--- config.mk ---
export PLATFORM = sky130hd
export DESIGN_NAME = two_timer_wave
export DESIGN_NICKNAME = d
export VERILOG_FILES = /design/src/common/two_pkg.sv /design/src/hdl/two_pin_mux.sv /design/src/hdl/two_timer_wave.sv
export SDC_FILE = /design/constraint.sdc
export NUM_CORES = 1
export LEC_CHECK = 0
export BUFFER_PORTS_ARGS = -buffer_cell sky130_fd_sc_hd__clkbuf_2
export CAP_MARGIN = 15
export CELL_PAD_IN_SITES_DETAIL_PLACEMENT = 0
export CELL_PAD_IN_SITES_GLOBAL_PLACEMENT = 1
export CORE_MARGIN = 2
export CORE_UTILIZATION = 38
export CTS_BUF_LIST = sky130_fd_sc_hd__clkbuf_2
export DETAILED_ROUTE_END_ITERATION = 7
export HOLD_SLACK_MARGIN = 0.02
export MAX_ROUTING_LAYER = met4
export PLACE_DENSITY_LB_ADDON = 0.1
export SLEW_MARGIN = 30
export SYNTH_ARGS = -nofsm -noshare
export SYNTH_HDL_FRONTEND = slang
export SYNTH_SLANG_ARGS = --single-unit
--- constraint.sdc ---
create_clock -name i_mclk -period 2.1 [get_ports i_mclk]
set_clock_uncertainty 0.05 [all_clocks]
set_input_delay 0.21 -clock i_mclk [delete_from_list [all_inputs] [get_ports i_mclk]]
set_output_delay 0.21 -clock i_mclk [all_outputs]
set_load 0.02 [all_outputs]
--- src/common/two_pkg.sv ---
// package: constants for the timer waveform output block
package two_pkg;
    localparam int          TWO_WIDTH      = 8;
    localparam logic [7:0]  TWO_MAX        = 8'hFF;
    localparam logic [7:0]  TWO_BOTTOM     = 8'h00;
    localparam logic [7:0]  TWO_CNT_RESET  = 8'h00;
    localparam logic [7:0]  TWO_OCR_RESET  = 8'h00;
    localparam logic        TWO_WAVE_RESET = 1'b0;
    localparam logic [2:0]  TWO_WGM_NORMAL = 3'h0;
    localparam logic [2:0]  TWO_WGM_CTC    = 3'h2;
    localparam logic [2:0]  TWO_WGM_FAST   = 3'h3;
    localparam logic [2:0]  TWO_WGM_FASTA  = 3'h7;
    localparam logic [1:0]  TWO_COM_OFF    = 2'h0;
    localparam logic [1:0]  TWO_COM_TOGGLE = 2'h1;
    localparam logic [1:0]  TWO_COM_CLEAR  = 2'h2;
    localparam logic [1:0]  TWO_COM_SET    = 2'h3;
    localparam int          TWO_WGM_B2_POS = 2;
    localparam int          TWO_CHAN_A     = 0;
    localparam int          TWO_CHAN_B     = 1;
    typedef enum logic [1:0] {TWO_ACT_NONE, TWO_ACT_SET, TWO_ACT_CLR, TWO_ACT_TGL} two_act_t;
endpackage

--- src/hdl/two_pin_mux.sv ---
// pin override: waveform output replaces port value when mode field nonzero
`timescale 1ns/1ps
module two_pin_mux (
    // configuration
    input  wire logic [1:0] i_com,
    input  wire logic       i_port_value,
    input  wire logic       i_port_dir,
    // waveform
    input  wire logic       i_wave,
    // pin
    output logic            o_pin_out,
    output logic            o_pin_oe
);
    import two_pkg::*;
    // override is independent of the waveform mode
    assign o_pin_out = (i_com != TWO_COM_OFF) ? i_wave : i_port_value; // RULE_02
    assign o_pin_oe  = i_port_dir; // RULE_03
endmodule

--- src/hdl/two_timer_wave.sv ---
// 8-bit timer counter with compare match waveform outputs
// Behaviour
// RULE_01: reset clears both waveform output bits
// RULE_02: nonzero mode field routes waveform to pin
// RULE_03: pin direction bit alone enables driver
// RULE_04: mode field zero leaves output unchanged
// RULE_05: new mode acts at next match; force immediate
// RULE_06: output mode fields never alter counting
// RULE_07: normal mode increments, wraps FF to 00
// RULE_08: normal overflow flag set when counter zero
// RULE_09: counter writable anytime in normal mode
// RULE_10: clear-on-match mode clears counter at compare A
// RULE_11: clear-on-match sets compare flag A at top
// RULE_12: clear-on-match compare A written directly, unbuffered
// RULE_13: clear-on-match toggle mode toggles output A
// RULE_14: toggle frequency follows prescale and compare value
// RULE_15: clear-on-match overflow on wrap max to zero
// RULE_16: fast PWM counts bottom to top, restarts
// RULE_17: fast PWM clear/set at match, opposite at bottom
// RULE_18: fast PWM clears cycle after reaching top
// RULE_19: fast PWM overflow flag set at top
// RULE_20: fast PWM toggle only channel A, mode bit two
// RULE_21: fast PWM period is 256 timer clocks; mode 7 uses compare A plus one
// RULE_22: compare extremes give spike or constant level
// RULE_23: match sets compare flag next timer clock
// RULE_24: force updates output, no flag, no clear
// RULE_25: counter write blocks matches next timer clock
// RULE_26: PWM compare writes buffered, updated at bottom
// RULE_27: logic advances only on timer clock enable
`timescale 1ns/1ps
module two_timer_wave #(
    parameter int WIDTH = two_pkg::TWO_WIDTH
) (
    // clock and reset
    input  wire logic                 i_mclk,
    input  wire logic                 i_rst,
    // prescaled timer clock enable
    input  wire logic                 i_tick,
    // mode control
    input  wire logic [2:0]           i_waveform_mode,
    input  wire logic [1:0]           i_compare_output_mode_a,
    input  wire logic [1:0]           i_compare_output_mode_b,
    input  wire logic                 i_force_compare_strobe_a,
    input  wire logic                 i_force_compare_strobe_b,
    // counter and compare register writes
    input  wire logic                 i_counter_wr,
    input  wire logic [WIDTH-1:0]     i_counter_wdata,
    input  wire logic                 i_compare_a_wr,
    input  wire logic                 i_compare_b_wr,
    input  wire logic [WIDTH-1:0]     i_compare_wdata,
    // flag clears (write one)
    input  wire logic                 i_overflow_clr,
    input  wire logic                 i_compare_a_clr,
    input  wire logic                 i_compare_b_clr,
    // port values and directions
    input  wire logic [1:0]           i_port_value,
    input  wire logic [1:0]           i_port_dir,
    // status
    output logic [WIDTH-1:0]          o_counter_value,
    output logic [WIDTH-1:0]          o_compare_register_a,
    output logic [WIDTH-1:0]          o_compare_register_b,
    output logic                      o_overflow_flag,
    output logic                      o_compare_flag_a,
    output logic                      o_compare_flag_b,
    output logic [1:0]                o_waveform_output,
    // pins
    output logic [1:0]                o_pin_out,
    output logic [1:0]                o_pin_oe
);
    import two_pkg::*;

    logic [WIDTH-1:0] cnt_reg;
    logic [WIDTH-1:0] cnt_next;
    logic [WIDTH-1:0] ocr_reg [2];
    logic [WIDTH-1:0] ocr_buf_reg [2];
    logic [1:0]       wave_reg;
    logic [1:0]       match_reg;
    logic             block_reg;
    logic             tov_reg;
    logic [1:0]       ocf_reg;
    logic             is_pwm;
    logic             top_ocra;
    logic [WIDTH-1:0] top_val;
    logic             at_top;
    logic             at_bottom_next;
    logic [1:0]       match;
    logic [1:0]       com [2];
    logic [1:0]       force_stb;
    logic [1:0]       ocr_wr;
    logic [1:0]       flag_clr;
    logic             tov_set;

    // modes with buffered compare registers
    function automatic logic mode_is_pwm(input logic [2:0] m);
        return (m == TWO_WGM_FAST) || (m == TWO_WGM_FASTA);
    endfunction

    // translate mode field into the action taken at a match
    function automatic two_act_t match_action(input logic [1:0] c, input logic pwm,
                                              input logic chan_a, input logic b2);
        two_act_t a;
        a = TWO_ACT_NONE;
        case (c)
            TWO_COM_OFF: a = TWO_ACT_NONE;
            TWO_COM_TOGGLE: begin
                if (!pwm || (chan_a && b2)) begin
                    a = TWO_ACT_TGL;
                end
            end
            TWO_COM_CLEAR: a = TWO_ACT_CLR;
            default: a = TWO_ACT_SET;
        endcase
        return a;
    endfunction

    assign com[TWO_CHAN_A] = i_compare_output_mode_a;
    assign com[TWO_CHAN_B] = i_compare_output_mode_b;
    assign force_stb = {i_force_compare_strobe_b, i_force_compare_strobe_a};
    assign ocr_wr    = {i_compare_b_wr, i_compare_a_wr};
    assign flag_clr  = {i_compare_b_clr, i_compare_a_clr};

    // counting depends only on the waveform mode field
    assign is_pwm   = mode_is_pwm(i_waveform_mode); // RULE_06
    assign top_ocra = (i_waveform_mode == TWO_WGM_CTC) || (i_waveform_mode == TWO_WGM_FASTA);
    assign top_val  = top_ocra ? ocr_reg[TWO_CHAN_A] : TWO_MAX; // RULE_16
    assign at_top   = (cnt_reg == top_val);

    // comparators; a counter write blocks matches for one timer clock
    genvar g;
    generate
        for (g = 0; g < 2; g++) begin : g_cmp
            assign match[g] = (cnt_reg == ocr_reg[g]) && !block_reg; // RULE_25
        end
    endgenerate

    // counter next value
    always_comb begin
        cnt_next = cnt_reg + WIDTH'(1); // RULE_07
        if (top_ocra && at_top) begin
            cnt_next = TWO_BOTTOM; // RULE_10 RULE_18
        end else if (is_pwm && at_top) begin
            cnt_next = TWO_BOTTOM; // RULE_16 RULE_21
        end
    end
    assign at_bottom_next = i_tick && !i_counter_wr && (cnt_next == TWO_BOTTOM);

    // counter: cpu write has priority over counting
    always_ff @(posedge i_mclk) begin
        if (i_rst) begin
            cnt_reg <= TWO_CNT_RESET;
        end else if (i_counter_wr) begin
            cnt_reg <= i_counter_wdata; // RULE_09
        end else if (i_tick) begin
            cnt_reg <= cnt_next; // RULE_27
        end
    end

    // blocking window lasts until the next timer clock, even if stopped
    always_ff @(posedge i_mclk) begin
        if (i_rst) begin
            block_reg <= 1'b0;
        end else if (i_counter_wr) begin
            block_reg <= 1'b1; // RULE_25
        end else if (i_tick) begin
            block_reg <= 1'b0;
        end
    end

    // compare registers: direct in non-PWM, buffered in PWM until bottom
    generate
        for (g = 0; g < 2; g++) begin : g_ocr
            always_ff @(posedge i_mclk) begin
                if (i_rst) begin
                    ocr_reg[g]     <= TWO_OCR_RESET;
                    ocr_buf_reg[g] <= TWO_OCR_RESET;
                end else begin
                    if (ocr_wr[g]) begin
                        ocr_buf_reg[g] <= i_compare_wdata;
                    end
                    if (!is_pwm && ocr_wr[g]) begin
                        ocr_reg[g] <= i_compare_wdata; // RULE_12 RULE_26
                    end else if (is_pwm && at_bottom_next) begin
                        ocr_reg[g] <= ocr_wr[g] ? i_compare_wdata : ocr_buf_reg[g]; // RULE_26
                    end else if (!is_pwm) begin
                        ocr_reg[g] <= ocr_buf_reg[g];
                    end
                end
            end
        end
    endgenerate

    // match seen at one timer clock raises its flag at the next
    always_ff @(posedge i_mclk) begin
        if (i_rst) begin
            match_reg <= 2'b00;
        end else if (i_tick) begin
            match_reg <= match; // RULE_23
        end
    end

    // compare flags: set wins over clear
    generate
        for (g = 0; g < 2; g++) begin : g_ocf
            always_ff @(posedge i_mclk) begin
                if (i_rst) begin
                    ocf_reg[g] <= 1'b0;
                end else if (i_tick && match_reg[g]) begin
                    ocf_reg[g] <= 1'b1; // RULE_11 RULE_23
                end else if (flag_clr[g]) begin
                    ocf_reg[g] <= 1'b0;
                end
            end
        end
    endgenerate

    // overflow: wrap to zero in normal and ctc, reaching top in fast pwm
    assign tov_set = i_tick && !i_counter_wr &&
                     (is_pwm ? at_top : (cnt_reg == TWO_MAX)); // RULE_08 RULE_15 RULE_19

    always_ff @(posedge i_mclk) begin
        if (i_rst) begin
            tov_reg <= 1'b0;
        end else if (tov_set) begin
            tov_reg <= 1'b1; // RULE_08
        end else if (i_overflow_clr) begin
            tov_reg <= 1'b0;
        end
    end

    // waveform bits; mode fields read live so a change acts at next match
    generate
        for (g = 0; g < 2; g++) begin : g_wave
            two_act_t act;
            logic     do_match;
            logic     do_force;
            logic     do_bottom;
            assign act = match_action(com[g], is_pwm, g == TWO_CHAN_A,
                                      i_waveform_mode[TWO_WGM_B2_POS]); // RULE_13 RULE_20
            assign do_match  = i_tick && match[g]; // RULE_05 RULE_27
            assign do_force  = !is_pwm && force_stb[g]; // RULE_24
            assign do_bottom = is_pwm && at_bottom_next &&
                               (com[g] == TWO_COM_CLEAR || com[g] == TWO_COM_SET);
            always_ff @(posedge i_mclk) begin
                if (i_rst) begin
                    wave_reg[g] <= TWO_WAVE_RESET; // RULE_01
                end else if (do_match || do_force) begin
                    // none keeps the bit: mode zero does nothing
                    case (act)
                        TWO_ACT_SET: wave_reg[g] <= 1'b1; // RULE_17
                        TWO_ACT_CLR: wave_reg[g] <= 1'b0; // RULE_17
                        TWO_ACT_TGL: wave_reg[g] <= !wave_reg[g]; // RULE_13 RULE_14
                        default: wave_reg[g] <= wave_reg[g]; // RULE_04
                    endcase
                end else if (do_bottom) begin
                    // a match at top still wins above: gives the constant level
                    wave_reg[g] <= (com[g] == TWO_COM_CLEAR); // RULE_17 RULE_22
                end
            end

            two_pin_mux u_pin (
                .i_com        (com[g]),
                .i_port_value (i_port_value[g]),
                .i_port_dir   (i_port_dir[g]),
                .i_wave       (wave_reg[g]),
                .o_pin_out    (o_pin_out[g]),
                .o_pin_oe     (o_pin_oe[g])
            );
        end
    endgenerate

    assign o_counter_value      = cnt_reg;
    assign o_compare_register_a = ocr_reg[TWO_CHAN_A];
    assign o_compare_register_b = ocr_reg[TWO_CHAN_B];
    assign o_overflow_flag      = tov_reg;
    assign o_compare_flag_a     = ocf_reg[TWO_CHAN_A];
    assign o_compare_flag_b     = ocf_reg[TWO_CHAN_B];
    assign o_waveform_output    = wave_reg;

    // assertions
    a_reset_wave: assert property (@(posedge i_mclk)
        i_rst |=> wave_reg == 2'b00) // RULE_01
        else $error("waveform bits not cleared by reset");
    a_pin_override: assert property (@(posedge i_mclk) disable iff (i_rst)
        (i_compare_output_mode_a != TWO_COM_OFF) |-> o_pin_out[0] == wave_reg[0]) // RULE_02
        else $error("pin A not driven from waveform");
    a_pin_dir: assert property (@(posedge i_mclk) disable iff (i_rst)
        o_pin_oe == i_port_dir) // RULE_03
        else $error("pin enable not from direction bit");
    a_com_zero: assert property (@(posedge i_mclk) disable iff (i_rst)
        (i_compare_output_mode_b == TWO_COM_OFF && !is_pwm) |=> $stable(wave_reg[1])) // RULE_04
        else $error("output B changed with mode zero");
    a_normal_wrap: assert property (@(posedge i_mclk) disable iff (i_rst)
        (i_waveform_mode == TWO_WGM_NORMAL && i_tick && !i_counter_wr && cnt_reg == TWO_MAX)
        |=> cnt_reg == TWO_BOTTOM && tov_reg) // RULE_07
        else $error("normal wrap or overflow flag wrong");
    a_ctc_clear: assert property (@(posedge i_mclk) disable iff (i_rst)
        (i_waveform_mode == TWO_WGM_CTC && i_tick && !i_counter_wr && at_top)
        |=> cnt_reg == TWO_BOTTOM) // RULE_10
        else $error("ctc did not clear at compare A");
    // flag may only rise on a timer clock edge, one tick after the match
    a_flag_delay: assert property (@(posedge i_mclk) disable iff (i_rst)
        (!i_tick && !ocf_reg[0]) |=> !ocf_reg[0]) // RULE_23
        else $error("compare flag set before next timer clock");
    a_write_block: assert property (@(posedge i_mclk) disable iff (i_rst)
        i_counter_wr |=> match == 2'b00) // RULE_25
        else $error("match not blocked after counter write");
    a_hold_idle: assert property (@(posedge i_mclk) disable iff (i_rst)
        (!i_tick && !i_counter_wr) |=> $stable(cnt_reg)) // RULE_27
        else $error("counter moved without timer clock");
    a_force_noflag: assert property (@(posedge i_mclk) disable iff (i_rst)
        (force_stb[0] && !match_reg[0] && !ocf_reg[0]) |=> !ocf_reg[0]) // RULE_24
        else $error("force set compare flag");
    c_ctc_toggle: cover property (@(posedge i_mclk)
        i_waveform_mode == TWO_WGM_CTC && i_compare_output_mode_a == TWO_COM_TOGGLE
        && $changed(wave_reg[0]));
    c_fast_pwm: cover property (@(posedge i_mclk)
        i_waveform_mode == TWO_WGM_FAST && $fell(wave_reg[1]));
    c_overflow: cover property (@(posedge i_mclk) $rose(tov_reg));
    c_spike: cover property (@(posedge i_mclk)
        is_pwm && ocr_reg[TWO_CHAN_A] == TWO_BOTTOM && $rose(wave_reg[0]));
    c_force: cover property (@(posedge i_mclk)
        !is_pwm && force_stb[0] && i_compare_output_mode_a != TWO_COM_OFF);
endmodule

-- Word level (Yosys, flattened, before mapping)
Memories as Yosys holds them, arrays and structs flattened.
Index checks and enable logic that the tools add are counted.
- bits in registers: 16
- memory bits (writable): 32
- input bits: 38
- word-level logic and storage cells: 148
- memories: 2
- $add $sub $neg: 1
- eq/ne operators: 21
- multiplexer cells: 65
- bitwise operators: 8
- reduce and logical (&&, ||, !) cells: 43
- memory list (name ; words ; width ; rd ports ; clocked after Yosys merged registers in ; wr ports ; line ; RTL):
    ocr_buf_reg ; 2 ; 8 ; 2 ; 0 ; 2 ; two_timer_wave.sv:75 ; logic [WIDTH-1:0] ocr_buf_reg [2];
    ocr_reg ; 2 ; 8 ; 2 ; 0 ; 2 ; two_timer_wave.sv:74 ; logic [WIDTH-1:0] ocr_reg [2];
- operators with widths (operator ; count):
    $mux 8 ; 15
    $mux 1 ; 44
    $eq 8x8->1 ; 3
    $logic_and 1x1->1 ; 18
    $eq 2x2->1 const B ; 8
    $reduce_bool 2->1 ; 8
    $pmux 2 s3 ; 2
    $add 8x1->8 const B ; 1
    $eq 2x1->1 const B ; 4
    $eq 8x8->1 const B ; 1
    $logic_not 8->1 ; 1
    $ne 4x1->1 const B ; 2
    $or 1x1->1 ; 8
    $logic_or 1x1->1 ; 7
    $eq 3x2->1 const B ; 2
    $pmux 1 s3 ; 2
    $logic_not 1->1 ; 5
    $logic_not 2->1 ; 2
    $mux 2 ; 2
    $reduce_and 2->1 ; 2
    $eq 3x3->1 const B ; 1

-- Depth between registers and ports, before layout
- word-level depth: 16
- depth in mapped cells: 9
- depth with buffers taken out: 8

-- Cells and area by module
From an unflattened synthesis, not the netlist that was laid out.
- cells, all modules: 308
- area, all modules: 3106.7 µm²
- by module, submodules not included (module ; times used ; cells an instance ; area each (µm²)):
    two_timer_wave ; 1 ; 302 ; 3061.7
    two_pin_mux ; 2 ; 3 ; 22.5

-- Worst setup path after synthesis
OpenSTA, ideal clock, no wires.
- kind: register -> register
- start: mem ocr_reg[0][3] (netlist bit)
- end: mem ocr_reg[0][0] (netlist bit) (enable)
- library setup time: 0.328 ns
- data arrival time: 1.936 ns
- path slack: -0.215 ns
- cell stages (with the launch flop): 7
- period minus slack after synthesis: 2.315 ns
- cell sequence: edfxtp_1 > nor2b_1 > a2111o_1 > a211oi_2 > nand4_2 > o22ai_4 > or3_1
- RTL lines (what ; line):
    start, declared ; two_timer_wave.sv:74

==> flow_summary.ini <==
[final_layout]
drive_above_1_share_pct = 37.34
final_cell_mix = 71 x sky130_fd_sc_hd__clkbuf_2, 37 x sky130_fd_sc_hd__buf_4, 32 x sky130_fd_sc_hd__edfxtp_1, 17 x sky130_fd_sc_hd__mux2i_1, 17 x sky130_fd_sc_hd__and2_1
fillCellCount = 698
multi_input_area_um2 = 1494
final_nets = 439
final_common_cell = sky130_fd_sc_hd__clkbuf_2
instances_no_fill = 498
syn2layout_area_growth_pct = 30.28
ff_latch_area_um2 = 1287
antenna-diode-count = 0
postLayoutCoreUtil_pct = 51.54

[worst_setup_path]
timing.critical_path.to = ocr_reg[0][1]
crit_path_top_delay_cell = sky130_fd_sc_hd__o41ai_2
regToRegStartpoint = ocr_reg[0][3]
timing.critical_path.cells = buf_4 > buf_4 > o2111ai_1 > o41ai_2 > nand4_2 > o22ai_4 > or3_4
worst-endpoint-arrival_ns = 2.37
end_kind = register
timing.critical_path.from = ocr_reg[0][3]
cpMostUsedCell = sky130_fd_sc_hd__buf_4
rr_worst_depth = 7
worst_path_largest_cell_delay_ns = 0.46
timing.critical_path.required_ns = 2.23
worst_r2r_endpoint = ocr_reg[0][1]
timing.reg2reg.setup_slack_ns = -0.13
critical_path_class = register to register
critical_path.startpoint_type = register
cp_max_fo = 8

[synth]
seq_area_frac_synth_pct = 44.18
synth_xor_area_share_pct = 4.228
synth_simple_gate_area_share_pct = 23.90
async_s_r_ff_share_synth_pct = 0
synth_adder_area_share_pct = 1.294
largest_family_of_logic_cells_by_synthesized_area = simple AND/OR/NAND/NOR gates
synth.ff_latch_count = 48
synth.yosys.warnings = 0
synthMuxAreaShare_pct = 6.644
synthesis.instances = 295
syn-num-nets = 336
synth_flop_cell = sky130_fd_sc_hd__edfxtp_1
number_of_enable_flip_flop_cells_after_synthesis = 32
synth_cell_types = 53
syn_area_um2 = 2900
share_of_the_synthesized_area_in_compound_gates_ao_oa_aoi_oai_pct = 13.33
synthesis.area_per_instance_um2 = 9.831

[sta]
finalWorstPathRequiredPeriod_ns = 2.234
rsz_0062_raised_after_global_routing = true
sum_neg_setup_slack_ns = -3.717
slew_headroom_pct = 74.03
finalHoldViolCount = 0
timing.fmax_mhz = 447.6
timing.final.max_slew_violations = 0
min_period_over_period_pct = 106.4
finalSetupViolations = 38
worst_slew_pin_slew_ns = 0.3888
finalWorstSetupSlack_ns = -0.1341

[drt]
route.vias.total = 2427
antenna_violating_nets_post_route = 0
wl_per_cell_um = 14.43
drt_first_iter_violations = 56
route.final.wire_length_mm = 7.187
post_drt_via_cell_ratio = 4.873
route.detailed.drc = 0
drt-pass1-iter-count = 4

[global_routing]
overall_fraction_of_global_route_tracks_in_use_pct = 18.05
global_route.usage.met3_pct = 3.568
global_route.usage.met1_pct = 20.39
grt_max_degree = 20
grt_pass1_vias = 2424
gr-total-overflow = 0
global_route.usage.met2_pct = 31.98
grt_antenna_before_repair = 0
grt_first_pass_wirelength_mm = 11.61
global_route.peak_usage_layer = met2

[cts]
clock_latency_ns = 0.44
cts-buffers-inserted = 5
cts.reportedPaths.clkPinSlew_ns = 0.27
tritoncts = yes
numClockSinks = 48
cts_buffer_depth = 2
htree_num_levels = 2
clk_root_buffer_cell = sky130_fd_sc_hd__clkbuf_2

[die]
die_area_um2 = 8348
dieWidth_um = 91.37
effective_utilization_at_floorplan_pct = 39.56
placeableCoreArea_um2 = 7331
die_y_um = 91.37
boundaryPins = 71
num_rows = 31

[place]
post-place-ws_ns = -0.08449
finalWeightedCongestion = 0.8728
dp.final_hpwl_mm = 5.572
port_buffers = 66
dpl_cells = 473

[run_status]
status = finished, violations left
failed_checks = negative setup slack

[flow_run]
drv.max_cap_violation_count = 0

[hold_path]
worstHoldPathType = input pin to register

[power]
pwr_density_cell_nw_per_um2 = 557.5
irDropWorstVdd_mv = 0.2779
p_leak_nw = 1.634
total_power_mw = 2.107
## metrics by stage
step | instance area [µm²] | hold WS (ns)
2_1_floorplan | 2915 | 0.3093
3_3_place_gp | 3507 | 0.3702
4_1_cts | 3729 | 0.03517
5_1_grt | 3779 | 0.02007
6_report | 3779 | 0.06036
3_5_place_dp | 3507 | 0.3702
## power breakdown
| part | internal, mW | switching (mW) | leakage [nW] |
|---|---|---|---|
| registers | 1.08 | 0.0500 | 0.487 |
| clock network | 0.0884 | 0.317 | 0.0314 |
| logic | 0.261 | 0.306 | 1.12 |
## cells by family (layout without fill, tap and decap cells)
logic type               after synthesis  count (layout)
AND/OR/NAND/NOR                      125             125
AO/OA/AOI/OAI                         52              52
flip-flops                            48              48
buffers and inverters                 34             138
multiplexers                          19              19
XOR/XNOR                              14              14
adder cells (fa/ha/maj)                3               3
## synth_stat cells (3+ instances only)
cell type | instances | share of area, %
sky130_fd_sc_hd__a21o_1 | 3 | 0.78
sky130_fd_sc_hd__a221oi_1 | 4 | 1.2
sky130_fd_sc_hd__nand3b_1 | 3 | 0.78
sky130_fd_sc_hd__nor2b_1 | 10 | 2.2
sky130_fd_sc_hd__ha_1 | 3 | 1.3
sky130_fd_sc_hd__buf_4 | 6 | 1.6
sky130_fd_sc_hd__o21ai_0 | 3 | 0.52
sky130_fd_sc_hd__nand3_1 | 7 | 1.2
sky130_fd_sc_hd__nand4_1 | 6 | 1.3
sky130_fd_sc_hd__buf_6 | 4 | 1.6
sky130_fd_sc_hd__nand2b_1 | 15 | 3.2
sky130_fd_sc_hd__or3_1 | 3 | 0.65
sky130_fd_sc_hd__edfxtp_1 | 32 | 33
sky130_fd_sc_hd__a21oi_1 | 17 | 2.9
sky130_fd_sc_hd__dfxtp_1 | 16 | 11
sky130_fd_sc_hd__xnor2_1 | 12 | 3.6
sky130_fd_sc_hd__nor2_1 | 20 | 2.6
sky130_fd_sc_hd__buf_2 | 5 | 0.86
sky130_fd_sc_hd__nor4_1 | 3 | 0.65
sky130_fd_sc_hd__nor2_2 | 10 | 2.2
sky130_fd_sc_hd__inv_1 | 9 | 1.2
sky130_fd_sc_hd__o22ai_1 | 3 | 0.65
sky130_fd_sc_hd__clkbuf_1 | 8 | 1.0
sky130_fd_sc_hd__and2_1 | 17 | 3.7
sky130_fd_sc_hd__mux2i_1 | 17 | 5.9
sky130_fd_sc_hd__nor3_1 | 8 | 1.4
sky130_fd_sc_hd__nand2_1 | 15 | 1.9
sky130_fd_sc_hd__nor3b_1 | 3 | 0.78
## per-layer routing
layer,vias up,share of wire (%),wire [µm]
li1,1252,-,-
met1,1113,44,3128
met2,51,51,3672
met3,11,3.9,278
met4,0,1.5,107
met5,-,0,0
## critical path: cells and delay by family (launching register included)
kind	cells	cell delay, ns
AOI/OAI and AO/OA	3	0.88
buffers and inverters	2	0.20
DFF	1	0.41
and+or+nand+nor	2	0.43
## cell type report
class                      instances  share of cell area [%]
sequential                        48                   34.07
inverter                          10                  0.9934
clock buffer                       5                  0.6623
multi-input combinational        213                   39.54
clock inverter                     3                  0.5629
timing repair buffer             120                   20.89
tap                               99                   3.278
## how the worst min path moves through the flow
stage	to	cells past startpoint	start	slack [ns]
floorplan	o_waveform_output[1]	2	i_compare_output_mode_b[1]	0.31
global placement	o_pin_oe[0]	0	i_port_dir[0]	0.37
detailed placement	o_pin_oe[0]	0	i_port_dir[0]	0.37
CTS	ocr_buf_reg[1][0]	2	i_compare_wdata[0]	0.04
global route	ocr_buf_reg[1][0]	2	i_compare_wdata[0]	0.02
finish	ocr_buf_reg[1][0]	2	i_compare_wdata[0]	0.06
## what timing repair did
| action | CTS | global route |
|---|---|---|
| setup endpoints to repair | 36 | 40 |
| pin swaps | 5 | 5 |
| hold buffers | 15 | 0 |
| resized for setup | 4 | 13 |
| setup buffers | 1 | 1 |
| endpoints found under the hold margin | 13 | 0 |
(Power assumes the default switching activity.)
